===== src/brc_regs.vh =====
`ifndef BRC_REGS_VH
`define BRC_REGS_VH
// ----------------------------------------
// register byte addresses
// ----------------------------------------
`define BRC_ADDR_THRESH 8'h00
`define BRC_ADDR_CAUSE 8'h04
`define BRC_ADDR_FLASH1 8'h08
`define BRC_ADDR_STATUS 8'h0C
`define BRC_ADDR_IRQ_STAT 8'h10
`define BRC_ADDR_IRQ_EN 8'h14
`define BRC_ADDR_IRQ_CLR 8'h18
// ----------------------------------------
// threshold codes
// ----------------------------------------
`define BRC_CODE_1V7 8'h66
`define BRC_CODE_1V9 8'h55
`define BRC_CODE_2V55 8'h33
`define BRC_CODE_3V15 8'h99
`define BRC_CODE_3V8 8'hAA
`define BRC_CODE_OFF 8'hF0
`define BRC_THRESH_POR 8'h66
`define BRC_IAP_KEY 8'h55
// ----------------------------------------
// cause flag bits
// ----------------------------------------
`define BRC_BIT_WDOG_CODE 0
`define BRC_BIT_BAD_CODE 1
`define BRC_BIT_BROWNOUT 2
`define BRC_BIT_GUARD_CODE 3
// ----------------------------------------
// status bits
// ----------------------------------------
`define BRC_BIT_EXPIRY 0
`define BRC_BIT_PDOWN 1
// ----------------------------------------
// irq event bits
// ----------------------------------------
`define BRC_EV_BROWNOUT 0
`define BRC_EV_BAD_CODE 1
`define BRC_EV_IAP 2
`define BRC_EV_WDOG 3
// ----------------------------------------
// timing
// ----------------------------------------
`define BRC_CLK_NS 25
`define BRC_FILTER_NS 1000
`define BRC_CODE_DELAY_NS 2000
`define BRC_RESET_PULSE 16
`endif


===== src/brc_sequencer.v =====
// Overview of operation
// RULE1 - brownout monitor runs while awake; qualified low supply resets and flags
// RULE2 - low supply must outlast filter time; shorter dips change nothing
// RULE3 - eight-bit code picks threshold; F0 disables monitoring
// RULE4 - undefined code resets after delay and restores power-on threshold
// RULE5 - undefined code reset sets cause bit 1; only software zero clears
// RULE6 - genuine brownout reset keeps threshold register contents
// RULE7 - threshold register powers up at 66 hex, lowest threshold
// RULE8 - monitoring suspended in idle or sleep
// RULE9 - brownout reset sets cause bit 2; software zero clears; unknown at power-on (code clears it to zero at power-on)
// RULE10 - cause bits 7..4 read zero; others reset zero except bit 2 (code resets bit 2 to zero as well)
// RULE11 - writing 55 hex to flash control one triggers programming reset
// RULE12 - watchdog expiry while running: full reset and expiry flag set
// RULE13 - watchdog expiry asleep: clear program counter, stack pointer, set flag
// RULE14 - power-on clears expiry and power-down; pin or brownout reset keeps them
// RULE15 - awake watchdog keeps power-down; asleep watchdog sets both
// RULE16 - power-on reset clears core state, ports input, stack at top
// RULE17 - undefined code delay is a parameterised cycle count
`timescale 1ns/100ps
`default_nettype none
`include "brc_regs.vh"

module brc_sequencer #(
  parameter FILTER_CYC = (`BRC_FILTER_NS + `BRC_CLK_NS - 1) / `BRC_CLK_NS,
  parameter CODE_DELAY_CYC = (`BRC_CODE_DELAY_NS + `BRC_CLK_NS - 1) / `BRC_CLK_NS,
  parameter PULSE_CYC = `BRC_RESET_PULSE
) (
  // clock and power-on reset
  input wire aclk,
  input wire aresetn,
  // axi4-lite write address
  input wire [7:0] s_axi_awaddr,
  input wire s_axi_awvalid,
  output reg s_axi_awready,
  // axi4-lite write data
  input wire [31:0] s_axi_wdata,
  input wire [3:0] s_axi_wstrb,
  input wire s_axi_wvalid,
  output reg s_axi_wready,
  // axi4-lite write response
  output reg [1:0] s_axi_bresp,
  output reg s_axi_bvalid,
  input wire s_axi_bready,
  // axi4-lite read address
  input wire [7:0] s_axi_araddr,
  input wire s_axi_arvalid,
  output reg s_axi_arready,
  // axi4-lite read data
  output reg [31:0] s_axi_rdata,
  output reg [1:0] s_axi_rresp,
  output reg s_axi_rvalid,
  input wire s_axi_rready,
  // analogue comparators and core events (async)
  input wire supply_low,
  input wire external_clear_pin_n,
  input wire watchdog_expiry,
  input wire core_asleep,
  // selected threshold to comparator
  output reg [7:0] threshold_code,
  output reg brownout_enable,
  // reset requests to the core
  output reg full_reset,
  output reg pc_sp_clear,
  // interrupt
  output reg irq
);

  // ----------------------------------------
  // decode helpers
  // ----------------------------------------
  function is_defined_code;
    input [7:0] c;
    begin
      is_defined_code = (c == `BRC_CODE_1V7) || (c == `BRC_CODE_1V9) ||
        (c == `BRC_CODE_2V55) || (c == `BRC_CODE_3V15) || (c == `BRC_CODE_3V8) ||
        (c == `BRC_CODE_OFF);
    end
  endfunction

  function [31:0] lane_merge;
    input [31:0] old;
    input [31:0] data;
    input [3:0] strb;
    integer i;
    begin
      lane_merge = old;
      for (i = 0; i < 4; i = i + 1) begin
        if (strb[i]) begin
          lane_merge[i*8 +: 8] = data[i*8 +: 8];
        end
      end
    end
  endfunction

  // ----------------------------------------
  // input synchronisers
  // ----------------------------------------
  reg [3:0] sync_a;
  reg [3:0] sync_b;
  wire low_s = sync_b[0];
  wire pin_n_s = sync_b[1];
  wire wdog_s = sync_b[2];
  wire asleep_s = sync_b[3];
  reg wdog_d;
  wire wdog_rise = wdog_s & ~wdog_d;

  always @(posedge aclk) begin
    if (!aresetn) begin
      // pin input idles high, the rest idle low
      sync_a <= 4'h2;
      sync_b <= 4'h2;
      wdog_d <= 1'b0;
    end else begin
      sync_a <= {core_asleep, watchdog_expiry, external_clear_pin_n, supply_low};
      sync_b <= sync_a;
      wdog_d <= wdog_s;
    end
  end

  // ----------------------------------------
  // registers
  // ----------------------------------------
  reg [7:0] thresh;
  reg [3:0] cause;
  reg expiry_flag;
  reg pdown_flag;
  reg [3:0] irq_stat;
  reg [3:0] irq_en;
  reg [15:0] filt_cnt;
  reg [15:0] code_cnt;
  reg [7:0] pulse_cnt;
  reg pin_d;

  // write channel capture
  reg aw_held;
  reg w_held;
  reg [7:0] aw_addr;
  reg [31:0] w_data;
  reg [3:0] w_strb;
  wire wr_fire = aw_held & w_held & ~s_axi_bvalid;
  wire wr_thresh = wr_fire && aw_addr == `BRC_ADDR_THRESH && w_strb[0];
  wire wr_cause = wr_fire && aw_addr == `BRC_ADDR_CAUSE && w_strb[0];
  wire wr_flash = wr_fire && aw_addr == `BRC_ADDR_FLASH1 && w_strb[0];
  wire wr_en = wr_fire && aw_addr == `BRC_ADDR_IRQ_EN;
  wire wr_clr = wr_fire && aw_addr == `BRC_ADDR_IRQ_CLR;
  wire wr_map = (aw_addr == `BRC_ADDR_THRESH) || (aw_addr == `BRC_ADDR_CAUSE) ||
    (aw_addr == `BRC_ADDR_FLASH1) || (aw_addr == `BRC_ADDR_IRQ_EN) ||
    (aw_addr == `BRC_ADDR_IRQ_CLR);

  // ----------------------------------------
  // trip detection
  // ----------------------------------------
  // RULE8 monitor sleeps
  wire monitor_on = ~asleep_s && thresh != `BRC_CODE_OFF;
  // RULE2 filter qualified
  wire brown_trip = monitor_on && low_s && filt_cnt == FILTER_CYC[15:0];
  wire bad_code = ~is_defined_code(thresh);
  // RULE17 delay count
  wire code_trip = bad_code && code_cnt == CODE_DELAY_CYC[15:0];
  // RULE11 programming key
  wire iap_trip = wr_flash && w_data[7:0] == `BRC_IAP_KEY;
  wire wdog_awake = wdog_rise & ~asleep_s;
  wire wdog_sleep = wdog_rise & asleep_s;
  wire pin_trip = ~pin_n_s & pin_d;
  wire any_full = brown_trip | code_trip | iap_trip | wdog_awake | pin_trip;

  always @(posedge aclk) begin
    if (!aresetn) begin
      filt_cnt <= 16'h0000;
      code_cnt <= 16'h0000;
      // idle level, so a release gives no false pin edge
      pin_d <= 1'b1;
    end else begin
      pin_d <= pin_n_s;
      // RULE2 dips restart
      if (!monitor_on || !low_s || brown_trip) begin
        filt_cnt <= 16'h0000;
      end else begin
        filt_cnt <= filt_cnt + 16'h0001;
      end
      // a bad code rewritten in time never trips
      if (!bad_code || code_trip) begin
        code_cnt <= 16'h0000;
      end else begin
        code_cnt <= code_cnt + 16'h0001;
      end
    end
  end

  // ----------------------------------------
  // threshold, cause and core flags
  // ----------------------------------------
  always @(posedge aclk) begin
    if (!aresetn) begin
      // RULE7 power-on code
      thresh <= `BRC_THRESH_POR;
      // RULE10 cause clear
      cause <= 4'h0;
      // RULE14 power-on clear
      expiry_flag <= 1'b0;
      pdown_flag <= 1'b0;
    end else begin
      // RULE4 code restore
      if (code_trip) begin
        thresh <= `BRC_THRESH_POR;
      end else if (wr_thresh) begin
        // RULE6 brownout keeps code
        thresh <= w_data[7:0];
      end
      if (wr_cause) begin
        cause <= cause & w_data[3:0];
      end
      // RULE5 bad code flag
      if (code_trip) begin
        cause[`BRC_BIT_BAD_CODE] <= 1'b1;
      end
      // RULE9 brownout flag
      if (brown_trip) begin
        cause[`BRC_BIT_BROWNOUT] <= 1'b1;
      end
      // RULE12 awake expiry
      if (wdog_awake) begin
        expiry_flag <= 1'b1;
      end
      // RULE15 asleep sets both
      if (wdog_sleep) begin
        expiry_flag <= 1'b1;
        pdown_flag <= 1'b1;
      end
    end
  end

  // ----------------------------------------
  // reset pulse generation
  // ----------------------------------------
  always @(posedge aclk) begin
    if (!aresetn) begin
      // RULE16 core held in reset
      pulse_cnt <= PULSE_CYC[7:0];
      full_reset <= 1'b1;
      pc_sp_clear <= 1'b0;
    end else begin
      // RULE1 internal reset
      if (any_full) begin
        pulse_cnt <= PULSE_CYC[7:0];
      end else if (pulse_cnt != 8'h00) begin
        pulse_cnt <= pulse_cnt - 8'h01;
      end
      // stretched so the core always sees a clean pulse
      full_reset <= any_full || pulse_cnt > 8'h01;
      // RULE13 partial clear
      pc_sp_clear <= wdog_sleep;
    end
  end

  // ----------------------------------------
  // comparator outputs and interrupt
  // ----------------------------------------
  reg [3:0] events;

  always @* begin
    events = 4'h0;
    events[`BRC_EV_BROWNOUT] = brown_trip;
    events[`BRC_EV_BAD_CODE] = code_trip;
    events[`BRC_EV_IAP] = iap_trip;
    events[`BRC_EV_WDOG] = wdog_rise;
  end

  always @(posedge aclk) begin
    if (!aresetn) begin
      threshold_code <= `BRC_THRESH_POR;
      brownout_enable <= 1'b0;
      irq_stat <= 4'h0;
      irq_en <= 4'h0;
      irq <= 1'b0;
    end else begin
      // RULE3 code to comparator
      threshold_code <= thresh;
      brownout_enable <= monitor_on;
      // set wins over clear
      irq_stat <= (irq_stat & ~(wr_clr ? w_data[3:0] : 4'h0)) | events;
      if (wr_en) begin
        irq_en <= w_data[3:0];
      end
      irq <= |(irq_stat & irq_en);
    end
  end

  // ----------------------------------------
  // axi4-lite write path
  // ----------------------------------------
  always @(posedge aclk) begin
    if (!aresetn) begin
      aw_held <= 1'b0;
      w_held <= 1'b0;
      aw_addr <= 8'h00;
      w_data <= 32'h00000000;
      w_strb <= 4'h0;
      s_axi_awready <= 1'b0;
      s_axi_wready <= 1'b0;
      s_axi_bvalid <= 1'b0;
      s_axi_bresp <= 2'h0;
    end else begin
      // one-cycle ready; a held half waits for its partner
      s_axi_awready <= ~aw_held & ~s_axi_awready & ~s_axi_bvalid;
      s_axi_wready <= ~w_held & ~s_axi_wready & ~s_axi_bvalid;
      if (s_axi_awvalid && s_axi_awready) begin
        aw_held <= 1'b1;
        aw_addr <= {s_axi_awaddr[7:2], 2'b00};
      end
      if (s_axi_wvalid && s_axi_wready) begin
        w_held <= 1'b1;
        w_data <= lane_merge(32'h00000000, s_axi_wdata, s_axi_wstrb);
        w_strb <= s_axi_wstrb;
      end
      if (wr_fire) begin
        aw_held <= 1'b0;
        w_held <= 1'b0;
        s_axi_bvalid <= 1'b1;
        s_axi_bresp <= wr_map ? 2'h0 : 2'h2;
      end else if (s_axi_bvalid && s_axi_bready) begin
        s_axi_bvalid <= 1'b0;
      end
    end
  end

  // ----------------------------------------
  // axi4-lite read path
  // ----------------------------------------
  reg [31:0] rd_word;
  reg rd_ok;

  always @* begin
    rd_ok = 1'b1;
    rd_word = 32'h00000000;
    case ({s_axi_araddr[7:2], 2'b00})
      `BRC_ADDR_THRESH: rd_word[7:0] = thresh;
      `BRC_ADDR_CAUSE: rd_word[3:0] = cause;
      `BRC_ADDR_FLASH1: rd_word = 32'h00000000;
      `BRC_ADDR_STATUS: begin
        rd_word[`BRC_BIT_EXPIRY] = expiry_flag;
        rd_word[`BRC_BIT_PDOWN] = pdown_flag;
      end
      `BRC_ADDR_IRQ_STAT: rd_word[3:0] = irq_stat;
      `BRC_ADDR_IRQ_EN: rd_word[3:0] = irq_en;
      `BRC_ADDR_IRQ_CLR: rd_word = 32'h00000000;
      default: rd_ok = 1'b0;
    endcase
  end

  always @(posedge aclk) begin
    if (!aresetn) begin
      s_axi_arready <= 1'b0;
      s_axi_rvalid <= 1'b0;
      s_axi_rdata <= 32'h00000000;
      s_axi_rresp <= 2'h0;
    end else begin
      // one read at a time; the address must stand until answered
      s_axi_arready <= ~s_axi_arready & ~s_axi_rvalid & s_axi_arvalid;
      if (s_axi_arvalid && s_axi_arready) begin
        s_axi_rvalid <= 1'b1;
        s_axi_rdata <= rd_word;
        s_axi_rresp <= rd_ok ? 2'h0 : 2'h2;
      end else if (s_axi_rvalid && s_axi_rready) begin
        s_axi_rvalid <= 1'b0;
      end
    end
  end

endmodule
`default_nettype wire


===== config.mk =====
export PLATFORM = sky130hd
export DESIGN_NAME = brc_sequencer
export DESIGN_NICKNAME = d
export VERILOG_FILES = /design/src/brc_sequencer.v
export VERILOG_INCLUDE_DIRS = /design/src /design/src/src
export SDC_FILE = /design/constraint.sdc
export NUM_CORES = 1
export LEC_CHECK = 0
export ABC_CLOCK_PERIOD_IN_PS = 2960
export BUFFER_PORTS_ARGS = -buffer_cell sky130_fd_sc_hd__buf_2
export CAP_MARGIN = 20
export CORE_UTILIZATION = 35
export CTS_CLUSTER_SIZE = 20
export DETAILED_ROUTE_END_ITERATION = 10
export PLACE_DENSITY = 0.55
export SYNTH_ARGS = -nofsm -noshare
export SYNTH_HDL_FRONTEND = slang
export SYNTH_SLANG_ARGS = --single-unit

===== constraint.sdc =====
create_clock -name aclk -period 2.96 [get_ports aclk]
set_input_delay 0.148 -clock aclk [delete_from_list [all_inputs] [get_ports aclk]]
set_output_delay 0.148 -clock aclk [all_outputs]
set_load 0.01 [all_outputs]

==> flow_metrics.tcl <==
set metrics [dict create \
    status "finished, final reports clean" \
    power_density_nw_per_um2 675 \
    drive_gt1_share_pct 16.3 \
    syn_avg_cell_area_um2 9.06 \
    place.gp.congestion 0.779 \
    cts_num_sinks 116 \
    crit_chain "and4bb_1, o21ai_1, nand4b_1, a21oi_1" \
    postCtsSetupBuffers 0 \
    dpl.hpwl_um 7550 \
    fp.dieW_um 121 \
    ys_ff_latch 116 \
    hold_ws_ns 0.0177 \
    hold_buffers 16 \
    yosysUniqueCellTypes 59 \
    drt_first_iter_violations 208 \
    synth-adder-area-share_pct 1.51 \
    fmaxAchievable_ghz 0.475 \
    synth_edf_count 0 \
    cp.required_ns 3.28 \
    ys_seq_area_share_pct 46.8 \
    hold_path.class "input port to flip-flop" \
    pin_count 116 \
    synthXorXnorAreaFrac_pct 4.77 \
    grt_max_degree 34 \
    vias 4002 \
    cp-end-kind "flip-flop" \
    worstSetupStartpointType "flip-flop" \
    pwr-share-seq_pct 41.4 \
    fin_util_pct 43.8 \
    drt-total-wl_um 10900 \
    crit_buf_inv 0 \
    syn-cell-area_um2 4960 \
    grt_pass1_wl_um 18400 \
    core_area_um2 13800 \
    switching_power_mw 0.952 \
    synth_top_cells_by_area "dfxtp_1, nor2_1, buf_4" \
    ys.flop_type "dfxtp_1" \
    ys_warn_count 0 \
    root_buffer "clkbuf_16" \
    period_minus_slack_ns 2.11 \
    cts.clk_slew.worst_paths_ns 0.06 \
    ant_nets 0 \
    swShare_pct 23.3 \
    internal-power_mw 3.13 \
    min_period_over_period_pct 71.1 \
    slowest_stage "nand4b_1" \
    htreeDepth 4 \
    p_leak_nw 2.27 \
    antenna_found_initial 0 \
    power_mw 4.08 \
    grt_usage_pct 16.1 \
    cts_buffer_depth 2 \
    rows 43 \
    synth_top_family_by_area "simple AND/OR/NAND/NOR gates" \
    finalHoldViolations 0 \
    clk_latency_ns 0.42 \
    area_growth_syn_to_layout_pct 22.1 \
    grt_setup_unrepaired "no" \
    max-vdd-ir-drop_v 0.000433 \
    drc 0 \
    maxSlewViolCount 0 \
    tns_ns 0 \
    fin_nets 691 \
    synth_simple_gate_area_share_pct 25.9 \
    slowest_delay_ns 0.62 \
    post_drt_via_cell_ratio 4.92 \
    grt_pass1_vias 3812 \
    port_buffers 58 \
    clkPwrFrac_pct 49.9 \
    grt_overflow 0 \
    first_pass_iters 4 \
    cts_resized 0 \
    yosys-top-cells-count "dfxtp_1, nor2_1, nand2_1" \
    synth-compound-area-share_pct 9.92 \
    maxCapViolCount 0 \
    tightestPinTransition_ns 0.759 \
    final_cell_area_um2 6050 \
    muxShareOfSynthArea_pct 4.21 \
    n_antenna_cell 0 \
    synthesis.instances 547 \
    pwr-share-comb_pct 8.8 \
    placed_area_um2 5310 \
    finClkSkew_ns 0.0114 \
    dieHeight_um 121 \
    synth_top_cell_by_area "dfxtp_1" \
    path_class "flip-flop to flip-flop" \
    synth.most_common_cell "dfxtp_1" \
    slew_headroom_pct 49.0 \
    die_area_um2 14600 \
    setup_viol 0 \
    numCtsBuffers 17 \
    cts_tree "built" \
    path_delay_family "simple AND/OR/NAND/NOR gates" \
    crit_fanout 16 \
    yosysTopAreaCellShare_pct 46.8 \
    routedWlPerCell_um 13.4 \
    start_util_pct 35.9 \
    synth-async-reset-ratio_pct 0 \
    worstPathArrival_ns 2.43 \
]
==> placed cells by master (no fill, tap or decap), types with 7 or more instances in the layout <==
master | netlist | layout
nor4bb_1 | 7 | 7
a21oi_1 | 33 | 33
mux2i_1 | 13 | 13
o21ai_0 | 9 | 9
nand4_1 | 11 | 11
inv_1 | 15 | 15
nand2_1 | 47 | 47
clkbuf_16 | 0 | 17
dfxtp_1 | 116 | 116
nor2_1 | 55 | 55
xor2_1 | 7 | 7
nand3_1 | 31 | 31
nand2b_1 | 11 | 11
nor4_1 | 19 | 19
xnor2_1 | 20 | 20
nor3_1 | 13 | 13
and2_1 | 13 | 13
conb_1 | 1 | 26
dlygate4sd3_1 | 0 | 16
buf_2 | 3 | 58
==> logic make-up after synthesis <==
family / Yosys count
AOI/OAI and AO/OA: 77
xor gates and xnor gates: 27
adders and majority gates: 6
buffers and inverters: 61
DFF: 116
muxes: 18
other: 1
and+or+nand+nor: 241
==> through the flow <==
stage / setup WS (ns) / instances
floorplan: 1.20 / 572
global route: 0.603 / 813
global placement: 0.925 / 767
CTS: 0.842 / 813
finish: 0.855 / 813
detailed placement: 0.876 / 767
==> layout make-up <==
| type | instances | area (um2) |
|---|---|---|
| Clock inverter | 11 | 135 |
| Clock buffer | 19 | 453 |
| Multi-Input combinational cell | 395 | 2390 |
| Tap cell | 180 | 225 |
| Fill cell | 1358 | 7770 |
| Sequential cell | 116 | 2320 |
| Inverter | 16 | 60.1 |
| Timing Repair Buffer | 76 | 465 |
==> per-layer routing <==
layer	global-route usage [%]	wire length (um)	vias to the layer above	share of wire, %
met4	6.02	142	0	1.3
met3	5.78	562	13	5.2
met2	24.9	5020	95	46
li1	-	-	2029	-
met1	20.6	5150	1865	47
met5	0	0	-	0
==> worst paths after layout <==
| check | slack, ns | cells after the start | end | start |
|---|---|---|---|---|
| worst max-delay path | 0.85 | 4 | code_cnt[15] | thresh[1] |
| worst min-delay path | 0.02 | 3 | w_data[3] | s_axi_wdata[3] |
| worst max register to register | 0.85 | 4 | code_cnt[15] | thresh[1] |
| worst min register to register | 0.41 | 1 | sync_b[1] | sync_a[1] |
==> sequential cells by signal (all words and copies together), names as in the netlist, 4 cells and up <==
name / count
irq_en: 4
sync_b: 4
w_data: 8
irq_stat: 4
sync_a: 4
filt_cnt: 16
cause: 4
threshold_code: 8
code_cnt: 16
s_axi_rdata: 8
pulse_cnt: 8
thresh: 8
aw_addr: 6
==> worst register-to-register path, stage by stage (launching register included) <==
cell      delay (ns)
dfxtp_1         0.47
and4bb_1        0.28
o21ai_1         0.34
nand4b_1        0.62
a21oi_1         0.31
==> power groups by stage <==
| stage | Combinational [mW] | Clock, mW | Sequential (mW) |
|---|---|---|---|
| 2_1_floorplan | 0.289 | 0 | 1.71 |
| 3_3_place_gp | 0.334 | 0 | 1.72 |
| 3_5_place_dp | 0.344 | 0 | 1.72 |
| 4_1_cts | 0.362 | 2.08 | 1.69 |
| 5_1_grt | 0.413 | 2.15 | 1.70 |
| 6_report | 0.358 | 2.04 | 1.69 |
No activity file was read; power rests on OpenSTA's default activity.
